File: src/rtl/ups_cfg.svh
// Purpose: constants for the unit power sequencer monitor
// Assumes: 125 MHz mclk
// Notes:   offsets are byte addresses on the apb slave
`ifndef UPS_CFG_SVH
`define UPS_CFG_SVH

// =====================================================================
// clock and timing
`define UPS_CLK_MHZ        125
`define UPS_RAMP_NS        2000
`define UPS_RAMP_CYC       ((`UPS_RAMP_NS * `UPS_CLK_MHZ + 999) / 1000)
`define UPS_SCAN_NS        8000
`define UPS_SCAN_CYC       ((`UPS_SCAN_NS * `UPS_CLK_MHZ) / 1000)
`define UPS_SETTLE_CYC     4'h8

// =====================================================================
// widths
`define UPS_MON_N          16
`define UPS_ADDR_W         5
`define UPS_SYNC_W         31

// =====================================================================
// synchroniser bit positions
`define UPS_SY_CLK         0
`define UPS_SY_ADDR_LO     1
`define UPS_SY_ACK         6
`define UPS_SY_OOS         7
`define UPS_SY_ON          8
`define UPS_SY_OFF         9
`define UPS_SY_MOR         10
`define UPS_SY_TEST        11
`define UPS_SY_SRU         12
`define UPS_SY_DMAJ        13
`define UPS_SY_DPWR        14
`define UPS_SY_MON_LO      15

// =====================================================================
// apb registers
`define UPS_OFF_CTRL       8'h00
`define UPS_OFF_STATUS     8'h04
`define UPS_OFF_ESR        8'h08
`define UPS_CTRL_RESET     32'h0000_0000
`define UPS_CTRL_DIAG      0
`define UPS_CTRL_OMAJ      1
`define UPS_CTRL_OMIN      2
`define UPS_CTRL_ODEP      3
`define UPS_CTRL_SLOT_LO   8
`define UPS_ESR_MAJ        0
`define UPS_ESR_PWR        1

`endif

File: src/rtl/ups_pkg.sv
// Purpose: types for the unit power sequencer monitor
// Assumes: nothing
// Notes:   state parity is taken over the enum encoding
package ups_pkg;
	typedef enum logic [2:0] {
		ST_OFF,
		ST_RAMP,
		ST_INSVC,
		ST_OOS,
		ST_MTEST1,
		ST_MTEST2,
		ST_PTEST1,
		ST_PTEST2
	} ups_state_t;
endpackage

File: src/rtl/ups_top.sv
// Purpose: per-unit power sequencer, power bus slave and alarm scanner
// Assumes: apb master on mclk; power bus pins asynchronous to mclk
// Notes:   one wait state on every apb access
//
// Register access over APB and the register offsets were left to the implementer.
`timescale 1ns/1ps
`include "ups_cfg.svh"

module ups_top (
	input  wire logic                  mclk,
	input  wire logic                  nrst,
	input  wire logic                  psel,
	input  wire logic                  penable,
	input  wire logic                  pwrite,
	input  wire logic [7:0]            paddr,
	input  wire logic [31:0]           pwdata,
	output logic      [31:0]           prdata,
	output logic                       pready,
	output logic                       pslverr,
	input  wire logic                  pcb_clk,
	input  wire logic [`UPS_ADDR_W-1:0] pcb_addr,
	input  wire logic                  pcb_ack_wr,
	input  wire logic                  pcb_oos_wr,
	output logic      [1:0]            pcb_rd_o,
	output logic                       pcb_rd_oe,
	input  wire logic                  on_btn,
	input  wire logic                  off_btn,
	input  wire logic                  manual_override_button,
	input  wire logic                  monitor_test_switch,
	input  wire logic [`UPS_MON_N-1:0] mon_fail,
	input  wire logic                  srua_power_alarm,
	input  wire logic                  disk_major_alarm,
	input  wire logic                  disk_power_alarm,
	output logic                       power_enable,
	output logic                       bus_clamp,
	output logic                       mon_test_force,
	output logic [`UPS_MON_N-1:0]      power_fail_indicator,
	output logic                       unit_alarm_indicator,
	output logic                       off_indicator,
	output logic                       out_of_service_flag,
	output logic                       acknowledge_flag,
	output logic                       ssb_alarm_req,
	output logic                       office_major,
	output logic                       office_minor,
	output logic                       office_dep
);
	import ups_pkg::*;

	localparam int RAMP_CYC = `UPS_RAMP_CYC;
	localparam int SCAN_CYC = `UPS_SCAN_CYC;

	// =================================================================
	// input synchronisers
	logic [`UPS_SYNC_W-1:0] sy;

	ups_sync u_sync (
		.mclk (mclk),
		.nrst (nrst),
		.din  ({mon_fail, disk_power_alarm, disk_major_alarm, srua_power_alarm,
			monitor_test_switch, manual_override_button, off_btn, on_btn,
			pcb_oos_wr, pcb_ack_wr, pcb_addr, pcb_clk}),
		.dout (sy)
	);

	logic [`UPS_MON_N-1:0]  sy_mon;
	logic [`UPS_ADDR_W-1:0] sy_addr;
	assign sy_mon  = sy[`UPS_SY_MON_LO +: `UPS_MON_N];
	assign sy_addr = sy[`UPS_SY_ADDR_LO +: `UPS_ADDR_W];

	// =================================================================
	// apb slave
	logic [31:0]      ctrl_reg;
	logic [1:0]       esr_reg;
	ups_state_t       state_reg;
	ups_state_t       state_next;
	logic             alarm_reg;
	logic             apb_acc;
	logic             apb_done;
	logic             apb_hit;
	logic [`UPS_ADDR_W-1:0] slot;

	assign apb_acc  = psel && penable;
	assign apb_done = apb_acc && pready;
	assign apb_hit  = (paddr == `UPS_OFF_CTRL) || (paddr == `UPS_OFF_STATUS)
		|| (paddr == `UPS_OFF_ESR);
	assign slot     = ctrl_reg[`UPS_CTRL_SLOT_LO +: `UPS_ADDR_W];

	always_ff @(posedge mclk) begin
		if (!nrst) begin
			pready  <= 1'b0;
			pslverr <= 1'b0;
			prdata  <= 32'h0000_0000;
		end else if (apb_acc && !pready) begin
			pready  <= 1'b1;
			pslverr <= !apb_hit;
			case (paddr)
				`UPS_OFF_CTRL:   prdata <= ctrl_reg;
				`UPS_OFF_STATUS: prdata <= {22'h00_0000, out_of_service_flag,
					acknowledge_flag, alarm_reg, power_enable, bus_clamp,
					state_reg, pcb_rd_o};
				`UPS_OFF_ESR:    prdata <= {30'h0000_0000, esr_reg};
				default:         prdata <= 32'h0000_0000;
			endcase
		end else begin
			pready  <= 1'b0;
			pslverr <= 1'b0;
		end
	end

	always_ff @(posedge mclk) begin
		if (!nrst) begin
			ctrl_reg <= `UPS_CTRL_RESET;
		end else if (apb_done && pwrite && paddr == `UPS_OFF_CTRL) begin
			ctrl_reg <= pwdata;
		end
	end

	// =================================================================
	// office alarm outputs
	always_ff @(posedge mclk) begin
		if (!nrst) begin
			office_major <= 1'b0;
			office_minor <= 1'b0;
			office_dep   <= 1'b0;
		end else begin
			office_major <= ctrl_reg[`UPS_CTRL_OMAJ];
			office_minor <= ctrl_reg[`UPS_CTRL_OMIN];
			office_dep   <= ctrl_reg[`UPS_CTRL_ODEP];
		end
	end

	// =================================================================
	// disk alarm scanner and error source register
	logic [15:0] scan_cnt_reg;
	logic        scan_tick;
	logic [1:0]  esr_set;
	logic [1:0]  esr_clr;

	assign scan_tick = (scan_cnt_reg == 16'(SCAN_CYC - 1));
	assign esr_set[`UPS_ESR_MAJ] = scan_tick && sy[`UPS_SY_DMAJ];
	assign esr_set[`UPS_ESR_PWR] = scan_tick && sy[`UPS_SY_DPWR]
		&& ctrl_reg[`UPS_CTRL_DIAG];
	assign esr_clr = (apb_done && pwrite && paddr == `UPS_OFF_ESR) ? pwdata[1:0] : 2'h0;

	always_ff @(posedge mclk) begin
		if (!nrst) begin
			scan_cnt_reg <= 16'h0000;
		end else if (scan_tick) begin
			scan_cnt_reg <= 16'h0000;
		end else begin
			scan_cnt_reg <= scan_cnt_reg + 16'h0001;
		end
	end

	always_ff @(posedge mclk) begin
		if (!nrst) begin
			esr_reg       <= 2'h0;
			ssb_alarm_req <= 1'b0;
		end else begin
			esr_reg       <= esr_set | (esr_reg & ~esr_clr);
			ssb_alarm_req <= |esr_reg;
		end
	end

	// =================================================================
	// power bus slave
	logic clk_d_reg;
	logic bus_tick;
	logic bus_sel;
	logic [1:0] scan_bits;

	assign bus_tick = sy[`UPS_SY_CLK] && !clk_d_reg;
	assign bus_sel  = (sy_addr == slot);

	always_comb begin
		case (state_reg)
			ST_PTEST1: scan_bits = {&sy_mon, |sy_mon};
			ST_PTEST2: scan_bits = {|sy_mon, alarm_reg};
			default:   scan_bits = {power_enable, alarm_reg};
		endcase
	end

	always_ff @(posedge mclk) begin
		if (!nrst) begin
			clk_d_reg           <= 1'b0;
			out_of_service_flag <= 1'b0;
			acknowledge_flag    <= 1'b0;
			pcb_rd_o            <= 2'h0;
			pcb_rd_oe           <= 1'b0;
		end else begin
			clk_d_reg <= sy[`UPS_SY_CLK];
			if (bus_tick) begin
				pcb_rd_oe <= bus_sel;
				if (bus_sel) begin
					out_of_service_flag <= sy[`UPS_SY_OOS];
					acknowledge_flag    <= sy[`UPS_SY_ACK];
					pcb_rd_o            <= scan_bits;
				end
			end
		end
	end

	// =================================================================
	// sequencer
	logic       fault;
	logic       off_ok;
	logic       par_reg;
	logic       par_err;
	logic [3:0] settle_reg;
	logic [15:0] ramp_cnt_reg;
	logic       test_st;

	assign test_st = (state_reg == ST_MTEST1) || (state_reg == ST_MTEST2)
		|| (state_reg == ST_PTEST1) || (state_reg == ST_PTEST2);
	assign fault   = ((|sy_mon) || sy[`UPS_SY_SRU]) && !test_st && settle_reg == 4'h0
		&& state_reg != ST_OFF;
	assign off_ok  = sy[`UPS_SY_OFF] && (out_of_service_flag || sy[`UPS_SY_MOR]);
	assign par_err = (^state_reg) != par_reg;

	always_comb begin
		state_next = state_reg;
		case (state_reg)
			ST_OFF: begin
				if (sy[`UPS_SY_ON] && !alarm_reg)
					state_next = ST_RAMP;
			end
			ST_RAMP: begin
				if (ramp_cnt_reg == 16'(RAMP_CYC - 1))
					state_next = out_of_service_flag ? ST_OOS : ST_INSVC;
			end
			ST_INSVC: begin
				if (out_of_service_flag)
					state_next = ST_OOS;
			end
			ST_OOS: begin
				if (acknowledge_flag)
					state_next = ST_PTEST1;
				else if (sy[`UPS_SY_TEST])
					state_next = ST_MTEST1;
				else if (!out_of_service_flag)
					state_next = ST_INSVC;
			end
			ST_MTEST1: begin
				state_next = sy[`UPS_SY_TEST] ? ST_MTEST2 : ST_OOS;
			end
			ST_MTEST2: begin
				if (!sy[`UPS_SY_TEST])
					state_next = ST_OOS;
			end
			ST_PTEST1: begin
				if (!out_of_service_flag && !acknowledge_flag)
					state_next = ST_INSVC;
				else if (bus_tick && bus_sel)
					state_next = ST_PTEST2;
			end
			ST_PTEST2: begin
				if (!out_of_service_flag && !acknowledge_flag)
					state_next = ST_INSVC;
			end
			default: state_next = ST_OFF;
		endcase
		if (state_reg != ST_OFF && (fault || par_err || off_ok))
			state_next = ST_OFF;
	end

	always_ff @(posedge mclk) begin
		if (!nrst) begin
			state_reg <= ST_OFF;
			par_reg   <= 1'b0;
		end else begin
			state_reg <= state_next;
			par_reg   <= ^state_next;
		end
	end

	always_ff @(posedge mclk) begin
		if (!nrst) begin
			ramp_cnt_reg <= 16'h0000;
		end else if (state_reg == ST_RAMP) begin
			ramp_cnt_reg <= ramp_cnt_reg + 16'h0001;
		end else begin
			ramp_cnt_reg <= 16'h0000;
		end
	end

	always_ff @(posedge mclk) begin
		if (!nrst) begin
			settle_reg <= `UPS_SETTLE_CYC;
		end else if (test_st || state_reg == ST_OFF) begin
			settle_reg <= `UPS_SETTLE_CYC;
		end else if (settle_reg != 4'h0) begin
			settle_reg <= settle_reg - 4'h1;
		end
	end

	// =================================================================
	// alarm lamps and power outputs
	always_ff @(posedge mclk) begin
		if (!nrst) begin
			alarm_reg            <= 1'b0;
			power_fail_indicator <= '0;
		end else if (state_reg != ST_OFF && off_ok) begin
			alarm_reg            <= 1'b0;
			power_fail_indicator <= '0;
		end else if (state_next == ST_MTEST1 || state_next == ST_MTEST2) begin
			power_fail_indicator <= '1;
		end else if (state_reg == ST_MTEST2 || state_reg == ST_MTEST1) begin
			power_fail_indicator <= '0;
		end else if (state_reg == ST_OFF && sy[`UPS_SY_OFF]) begin
			alarm_reg            <= 1'b0;
			power_fail_indicator <= '0;
		end else if (fault || par_err) begin
			alarm_reg            <= 1'b1;
			power_fail_indicator <= power_fail_indicator
				| (sy[`UPS_SY_SRU] ? '1 : sy_mon);
		end
	end

	always_ff @(posedge mclk) begin
		if (!nrst) begin
			power_enable         <= 1'b0;
			bus_clamp            <= 1'b1;
			mon_test_force       <= 1'b0;
			off_indicator        <= 1'b1;
			unit_alarm_indicator <= 1'b0;
		end else begin
			power_enable   <= state_next != ST_OFF;
			bus_clamp      <= state_next == ST_OFF || state_next == ST_RAMP;
			mon_test_force <= state_next == ST_MTEST1 || state_next == ST_MTEST2
				|| state_next == ST_PTEST1;
			off_indicator  <= state_next == ST_OFF;
			unit_alarm_indicator <= alarm_reg;
		end
	end

	// =================================================================
	// assertions
	property p_fault_off;
		@(posedge mclk) disable iff (!nrst)
		(fault && !test_st) |=> (state_reg == ST_OFF) && !power_enable;
	endproperty
	a_fault_off: assert property (p_fault_off) else $error("fault did not power down");

	property p_clamp;
		@(posedge mclk) disable iff (!nrst)
		(state_reg == ST_OFF || state_reg == ST_RAMP) |-> bus_clamp;
	endproperty
	a_clamp: assert property (p_clamp) else $error("bus not clamped");

	property p_on_gate;
		@(posedge mclk) disable iff (!nrst)
		(state_reg == ST_OFF && alarm_reg) |=> state_reg == ST_OFF;
	endproperty
	a_on_gate: assert property (p_on_gate) else $error("powered up with alarm");

	property p_off_gate;
		@(posedge mclk) disable iff (!nrst)
		(state_reg == ST_INSVC && !out_of_service_flag && !sy[`UPS_SY_MOR]
			&& !fault && !par_err) |=> state_reg != ST_OFF;
	endproperty
	a_off_gate: assert property (p_off_gate) else $error("off without flag or override");

	property p_mtest_entry;
		@(posedge mclk) disable iff (!nrst)
		$rose(state_reg == ST_MTEST1) |-> $past(state_reg) == ST_OOS;
	endproperty
	a_mtest_entry: assert property (p_mtest_entry) else $error("manual test outside oos");

	property p_mtest_pf;
		@(posedge mclk) disable iff (!nrst)
		(state_reg == ST_MTEST1 || state_reg == ST_MTEST2) |->
			power_fail_indicator == '1;
	endproperty
	a_mtest_pf: assert property (p_mtest_pf) else $error("fail lamps not lit in test");

	property p_release;
		@(posedge mclk) disable iff (!nrst)
		(state_reg == ST_MTEST2 && !sy[`UPS_SY_TEST] && !off_ok) |=>
			state_reg == ST_OOS ##1 power_fail_indicator == '0;
	endproperty
	a_release: assert property (p_release) else $error("test release not handled");

	property p_flags;
		@(posedge mclk) disable iff (!nrst)
		(bus_tick && bus_sel) |=> out_of_service_flag == $past(sy[`UPS_SY_OOS])
			&& acknowledge_flag == $past(sy[`UPS_SY_ACK]);
	endproperty
	a_flags: assert property (p_flags) else $error("flags not taken from bus");

	property p_ptest_end;
		@(posedge mclk) disable iff (!nrst)
		(state_reg == ST_PTEST2 && !out_of_service_flag && !acknowledge_flag && !fault
			&& !par_err && !off_ok) |=> state_reg == ST_INSVC;
	endproperty
	a_ptest_end: assert property (p_ptest_end) else $error("programmed test did not end");

	property p_rd_sel;
		@(posedge mclk) disable iff (!nrst)
		$rose(pcb_rd_oe) |-> $past(bus_tick && bus_sel);
	endproperty
	a_rd_sel: assert property (p_rd_sel) else $error("read lines driven unaddressed");

	property p_diag_only;
		@(posedge mclk) disable iff (!nrst)
		$rose(esr_reg[`UPS_ESR_PWR]) |-> $past(ctrl_reg[`UPS_CTRL_DIAG]);
	endproperty
	a_diag_only: assert property (p_diag_only) else $error("power alarm outside diagnostics");

	c_insvc: cover property (@(posedge mclk) disable iff (!nrst)
		state_reg == ST_RAMP ##1 state_reg == ST_INSVC);
	c_mtest: cover property (@(posedge mclk) disable iff (!nrst)
		state_reg == ST_MTEST2 ##1 state_reg == ST_OOS);
	c_ptest: cover property (@(posedge mclk) disable iff (!nrst)
		state_reg == ST_PTEST2 ##1 state_reg == ST_INSVC);
	c_esr: cover property (@(posedge mclk) disable iff (!nrst) $rose(ssb_alarm_req));
endmodule // ups_top

File: src/rtl/ups_sync.sv
// Purpose: three-flop input synchroniser with agreement filter
// Assumes: inputs asynchronous to mclk
// Notes:   output bit changes once stages two and three agree
`timescale 1ns/1ps
`include "ups_cfg.svh"

module ups_sync (
	input  wire logic                   mclk,
	input  wire logic                   nrst,
	input  wire logic [`UPS_SYNC_W-1:0] din,
	output logic      [`UPS_SYNC_W-1:0] dout
);
	import ups_pkg::*;

	logic [`UPS_SYNC_W-1:0] s1_reg;
	logic [`UPS_SYNC_W-1:0] s2_reg;
	logic [`UPS_SYNC_W-1:0] s3_reg;

	always_ff @(posedge mclk) begin
		if (!nrst) begin
			s1_reg <= '0;
			s2_reg <= '0;
			s3_reg <= '0;
		end else begin
			s1_reg <= din;
			s2_reg <= s1_reg;
			s3_reg <= s2_reg;
		end
	end

	// =================================================================
	// agreement filter per bit
	genvar gi;
	generate
		for (gi = 0; gi < `UPS_SYNC_W; gi++) begin : g_bit
			always_ff @(posedge mclk) begin
				if (!nrst) begin
					dout[gi] <= 1'b0;
				end else if (s2_reg[gi] == s3_reg[gi]) begin
					dout[gi] <= s3_reg[gi];
				end
			end
		end
	endgenerate
endmodule // ups_sync

File: config.mk
export PLATFORM = sky130hd
export DESIGN_NAME = ups_top
export DESIGN_NICKNAME = d
export VERILOG_FILES = /design/src/rtl/ups_pkg.sv /design/src/rtl/ups_top.sv /design/src/rtl/ups_sync.sv
export VERILOG_INCLUDE_DIRS = /design/src /design/src/rtl
export SDC_FILE = /design/constraint.sdc
export NUM_CORES = 1
export LEC_CHECK = 0
export BUFFER_PORTS_ARGS = -buffer_cell sky130_fd_sc_hd__buf_4
export CORE_ASPECT_RATIO = 2
export CORE_MARGIN = 3
export CORE_UTILIZATION = 35
export DETAILED_ROUTE_END_ITERATION = 8
export GPL_TIMING_DRIVEN = 0
export MAX_ROUTING_LAYER = met4
export PLACE_DENSITY_LB_ADDON = 0.15
export SETUP_SLACK_MARGIN = 0.2
export SKIP_CTS_REPAIR_TIMING = 1
export SLEW_MARGIN = 20
export SYNTH_ARGS = -nofsm -noshare
export SYNTH_HDL_FRONTEND = slang
export SYNTH_SLANG_ARGS = --single-unit
File: constraint.sdc
create_clock -name mclk -period 3.95 [get_ports mclk]
set_input_delay 0 -clock mclk [delete_from_list [all_inputs] [get_ports mclk]]
set_output_delay 0 -clock mclk [all_outputs]
set_load 0.03 [all_outputs]
# [Yosys cells after proc, flatten, opt, wreduce, memory -nomap -nowiden]
# Index checks and enable logic that the tools add are counted.
[classes] add_sub_neg=3 n_eq_ne=48 mux=25 bitwise=7 n_reduce_logical=61
[op_table] operator="$pmux W32 S3" count=1
[op_table] operator="$mux W16" count=5
[op_table] operator="$mux W3" count=12
[op_table] operator="$add A16 B1 Y16 const B" count=2
[op_table] operator="$eq A1 B1 Y1" count=31
[op_table] operator="$pmux W3 S8" count=1
[op_table] operator="$eq A3 B3 Y1 const B" count=7
[op_table] operator="$logic_and A1 B1 Y1" count=20
[op_table] operator="$eq A16 B10 Y1 const B" count=1
[op_table] operator="$eq A16 B8 Y1 const B" count=1
[op_table] operator="$or A16 B16 Y16" count=1
[op_table] operator="$reduce_and A16 Y1" count=1
[op_table] operator="$reduce_or A16 Y1" count=1
[op_table] operator="$logic_or A1 B1 Y1" count=13
[op_table] operator="$eq A8 B3 Y1 const B" count=1
[op_table] operator="$eq A8 B4 Y1 const B" count=1
[op_table] operator="$logic_not A8 Y1" count=1
[op_table] operator="$reduce_bool A4 Y1" count=2
[op_table] operator="$reduce_or A2 Y1" count=4
[op_table] operator="$logic_not A1 Y1" count=7
[op_table] operator="$eq A3 B1 Y1 const B" count=2
[op_table] operator="$eq A3 B2 Y1 const B" count=2
[op_table] operator="$logic_not A3 Y1" count=2
[op_table] operator="$reduce_and A2 Y1" count=3
[op_table] operator="other kinds (15)" count=22
[word_totals] regBits=264 inputBits=76

# [Longest topological paths before layout]
[depth] ltp_word=16 mapped_depth=14

# [Modules after synthesis]
# A second synthesis with hierarchy kept.
[hier_totals] hier_cells=1015 hier_area_um2=9836.9
[by_module_without_submodules] module="ups_top" n_inst=1 cells_each=692 area_per_inst_um2=6080.8
[by_module_without_submodules] module="ups_sync" n_inst=1 cells_each=323 area_per_inst_um2=3756.1

# [Least setup slack after synthesis]
# No wires, ideal clock.
[synth_path] path_kind="register to register" start="register state_reg[1]" end="register power_fail_indicator[10]" t_arrival_ns=3.226 path_slack_ns=0.602 path_stages_with_launch=14 period_less_slack_ns=3.348 cell_sequence="dfxtp_1 clkbuf_1 inv_1 ha_1 xor3_2 o21ai_4 nand2_1 or3_1 ha_1 or2_2 nand3_1 nor3_4 buf_6 a221o_1"
[synth_via] elab_chain_len=15
[synth_lines] item="start, declared" line_no="ups_top.sv:74" text="ups_state_t state_reg;"
[synth_lines] item="start signal, assigned" line_no="ups_top.sv:271" text="state_reg <= state_next;"
[synth_lines] item="$eq A3 B3 Y1" line_no="ups_top.sv:213, ups_top.sv:222, ups_top.sv:307"
[synth_lines] item="$logic_or A1 B1 Y1" line_no="ups_top.sv:213, ups_top.sv:307"
[synth_lines] item="$logic_or A1 B1 Y1 (2 in series)" line_no="ups_top.sv:214" text="|| (state_reg == ST_PTEST1) || (state_reg == ST_PTEST2);"
[synth_lines] item="$logic_not A1 Y1" line_no="ups_top.sv:215" text="assign fault = ((|sy_mon) || sy[`UPS_SY_SRU]) && !test_st && settle_reg == 4'h0"
[synth_lines] item="$logic_and A1 B1 Y1 (3 in series)" line_no="ups_top.sv:215"
[synth_lines] item="$logic_or A1 B1 Y1" line_no="ups_top.sv:262, ups_top.sv:312"
[synth_lines] item="$logic_or A1 B1 Y1" line_no="ups_top.sv:262" text="if (state_reg != ST_OFF && (fault || par_err || off_ok))"
[synth_lines] item="$logic_and A1 B1 Y1" line_no="ups_top.sv:262"
[synth_lines] item="$mux W3" line_no="ups_top.sv:262"
[synth_lines] item="$eq A3 B3 Y1" line_no="ups_top.sv:305" text="end else if (state_next == ST_MTEST1 || state_next == ST_MTEST2) begin"
[synth_lines] item="$logic_or A1 B1 Y1" line_no="ups_top.sv:305"
[synth_lines] item="$reduce_bool A4 Y1 (no source line) / $mux W16 (equally long branches)"
[synth_lines] item="end signal, assigned" line_no="ups_top.sv:314" text="power_fail_indicator <= power_fail_indicator"
[synth_lines] item="end, declared" line_no="ups_top.sv:37" text="output logic [`UPS_MON_N-1:0] power_fail_indicator,"
# Several ways; a longest one is shown, not always the timed one.
# A chain may end at the register's enable or synchronous reset.

# [Final worst setup path]
[layout_path] start="register state_reg[1]" end="register power_fail_indicator[7]"
# The elaborated chain is that of the path after synthesis.

==> results.yml <==
drt:
  wl_microns: 24500
  viasPerCell: 4.80
  routedWlPerCell_microns: 15.5
  drtIter0Drc: 244
  antenna_left: 0
  vias: 7599
  route.detailed.drc: 0
  drt-pass1-iter-count: 4
grt:
  grt_first_pass_wirelength_microns: 37600
  antenna_found_initial: 0
  grt_max_degree: 18
  overflow: 0
  grt_usage_pct: 16.7
  grt_pass1_vias: 7258
clock_network:
  clk_path_buf_depth: 3
  numClockSinks: 264
  insertion_delay_ns: 0.53
  cts_made_buffers: 24
  cts.clk_slew.worst_paths_ns: 0.06
  cts_tree: "built"
  h-tree-depth: 1
  root_buffer: "clkbuf_16"
final_layout:
  n_fill_cell: 2540
  drive_gt1_share_pct: 19.0
  mostFrequentLayoutCell: "dfxtp_1"
  area_growth_pct: 30.8
  final_cell_mix: "dfxtp_1, buf_4, nand2_1, and2_1, a21oi_1"
  nNetsFinal: 1309
  diodes: 0
pwr:
  peakVddDrop_v: 0.000406
  p_leak_nw: 4.94
  total_power_w: 0.00553
  p_per_area_mw_per_mm2: 444
yosys:
  synth-edff-count: 0
  synth_nets: 1083
  netlist_area_sq_mm: 0.00953
  async_flop_share_pct: 0
  synth_flop_cell: "dfxtp_1"
  avgSynthCellArea_sq_um: 9.58
  synth.distinct_cells: 57
  ys_seq_area_share_pct: 55.5
  yosys_register_bits: 264
  syn_inst: 995
  yosysWarningCount: 0
worst_setup_path:
  crit_path_end_kind: "flip-flop"
  cp.depth: 13
  start_kind: "flip-flop"
  critPathKind: "flip-flop to flip-flop"
  worstPathRequired_ns: 4.36
  cp_slowest_cell: "xor3_2"
  crit_chain: "buf_4, inv_1, ha_1, xor3_2, o21ai_4, nand2_1, or3_1, ha_1, or2_2, nand3_1, nor3_4, buf_6, a221o_1"
  worstPathArrival_ns: 3.92
  crit_family: "simple AND/OR/NAND/NOR gates"
  max_stage_delay_ns: 0.44
  worst-path-buf-inv: 3
  r2r_cells: 13
  path_max_fanout: 10
  timing.critical_path.mode_cell: "ha_1"
floorplanning:
  die_w_microns: 123
  rows: 84
  coreArea_sq_mm: 0.0266
  dieArea_sq_mm: 0.0294
  die_y_microns: 239
  initial_core_util_pct: 35.8
  io_pins: 140
job:
  drv_cap: 0
timing:
  fin_hold_ws_ns: -0.0255
  max_slew.worst_pin.slew_ns: 0.794
  fin_crit_sh_pct: 88.9
  report.final.slew_viol_count: 0
  finalClockSkew_ns: 0.0100
  fmax_ghz: 0.285
  setup_viol: 0
  min_period_ns: 3.51
  hold_viol_final: 3
  max-slew-margin-rel_pct: 45.7
  timing.setup.tns_ns: 0
  rsz0062_at_grt: "false"
place:
  gp_congestion: 0.847
  hpwl_microns: 17800
  port_buffers: 137
run_status:
  violations: "hold timing"
  status: "finished with violations"
min_path:
  hold_class: "primary input to flip-flop"
  min_delay_path_depth: 3
stage by stage:
step | std cells | cell area [sq um] | hold slack (ns) | util [%] | setup WS [ns]
CTS | 1520 | 11800 | -0.341 | 44.4 | 0.0606
global route | 1583 | 12500 | 0.0129 | 46.9 | 0.262
floorplan | 995 | 9530 | 0.127 | - | 0.602
global placement | 1476 | 11000 | 0.212 | 41.3 | 0.0795
detailed placement | 1476 | 11000 | 0.211 | 41.3 | 0.0923
finish | 1583 | 12500 | -0.0255 | 46.9 | 0.437
cell families (layout without fill, tap and decap cells):
group | Yosys count | count (layout) | share of synthesized area [%]
XOR/XNOR | 30 | 30 | 2.93
adder cells (fa/ha/maj) | 12 | 12 | 1.58
buffers and inverters | 68 | 312 | 3.10
multiplexers | 14 | 14 | 1.59
AO/OA/AOI/OAI | 204 | 204 | 13.8
flip-flops | 264 | 264 | 55.5
AND/OR/NAND/NOR | 403 | 403 | 21.5
path summary, 6_finish.rpt:
check	startpoint	endpoint	slack, ns
min	paddr[3]	pslverr	-0.03
max	state_reg[1]	power_fail_indicator[7]	0.44
max reg2reg	state_reg[1]	power_fail_indicator[7]	0.44
min reg2reg	u_sync.s1_reg[18]	u_sync.s2_reg[18]	0.43
worst reg2reg max path, delay by kind of cell, from the launching register on:
family / cells / cell delay, ns
AOI/OAI and AO/OA: 2 / 0.45
xor gates and xnor gates: 1 / 0.44
adders and majority gates: 2 / 0.54
buffers and inverters: 3 / 0.43
DFF: 1 / 0.38
and+or+nand+nor: 5 / 1.14
Yosys cell counts, drive strengths merged (12+ instances only):
| cell | count | share of area, % |
|---|---|---|
| or2 | 16 | 1.1 |
| nor3 | 14 | 0.85 |
| nand3 | 14 | 0.74 |
| a22oi | 32 | 2.5 |
| a221o | 16 | 1.7 |
| xor2 | 22 | 2.0 |
| nor4 | 13 | 1.2 |
| ha | 12 | 1.6 |
| buf | 12 | 0.89 |
| and2 | 99 | 6.5 |
| nor2 | 80 | 3.2 |
| nand2 | 122 | 4.8 |
| inv | 16 | 0.63 |
| o21ai | 46 | 2.5 |
| nand4 | 14 | 0.92 |
| dfxtp | 264 | 55 |
| a21oi | 81 | 4.3 |
| clkbuf | 40 | 1.6 |
routing by layer:
layer	track usage [%]	vias up	wire length, microns
li1	-	3846	-
met1	17.2	3540	9070
met2	31.5	163	13600
met3	2.24	50	980
met4	6.02	0	793
met5	-	-	0
layout make-up:
class	instances	area [sq um]	share of cell area, %
Buffer	52	239	1.92
Timing Repair Buffer	200	1660	13.3
Multi-Input combinational cell	663	3950	31.7
Clock buffer	34	739	5.93
Sequential cell	264	5290	42.4
Inverter	16	60.1	0.482
Tap cell	344	430	3.45
Clock inverter	10	92.6	0.743
where the power goes:
group	internal, W	switching (W)	total, W
logic	0.000180	0.000189	0.000370
clock network	0.00138	0.00103	0.00241
registers	0.00272	0.0000352	0.00276
total	0.00428	0.00125	0.00553
No activity file was read; power rests on OpenSTA's default activity.
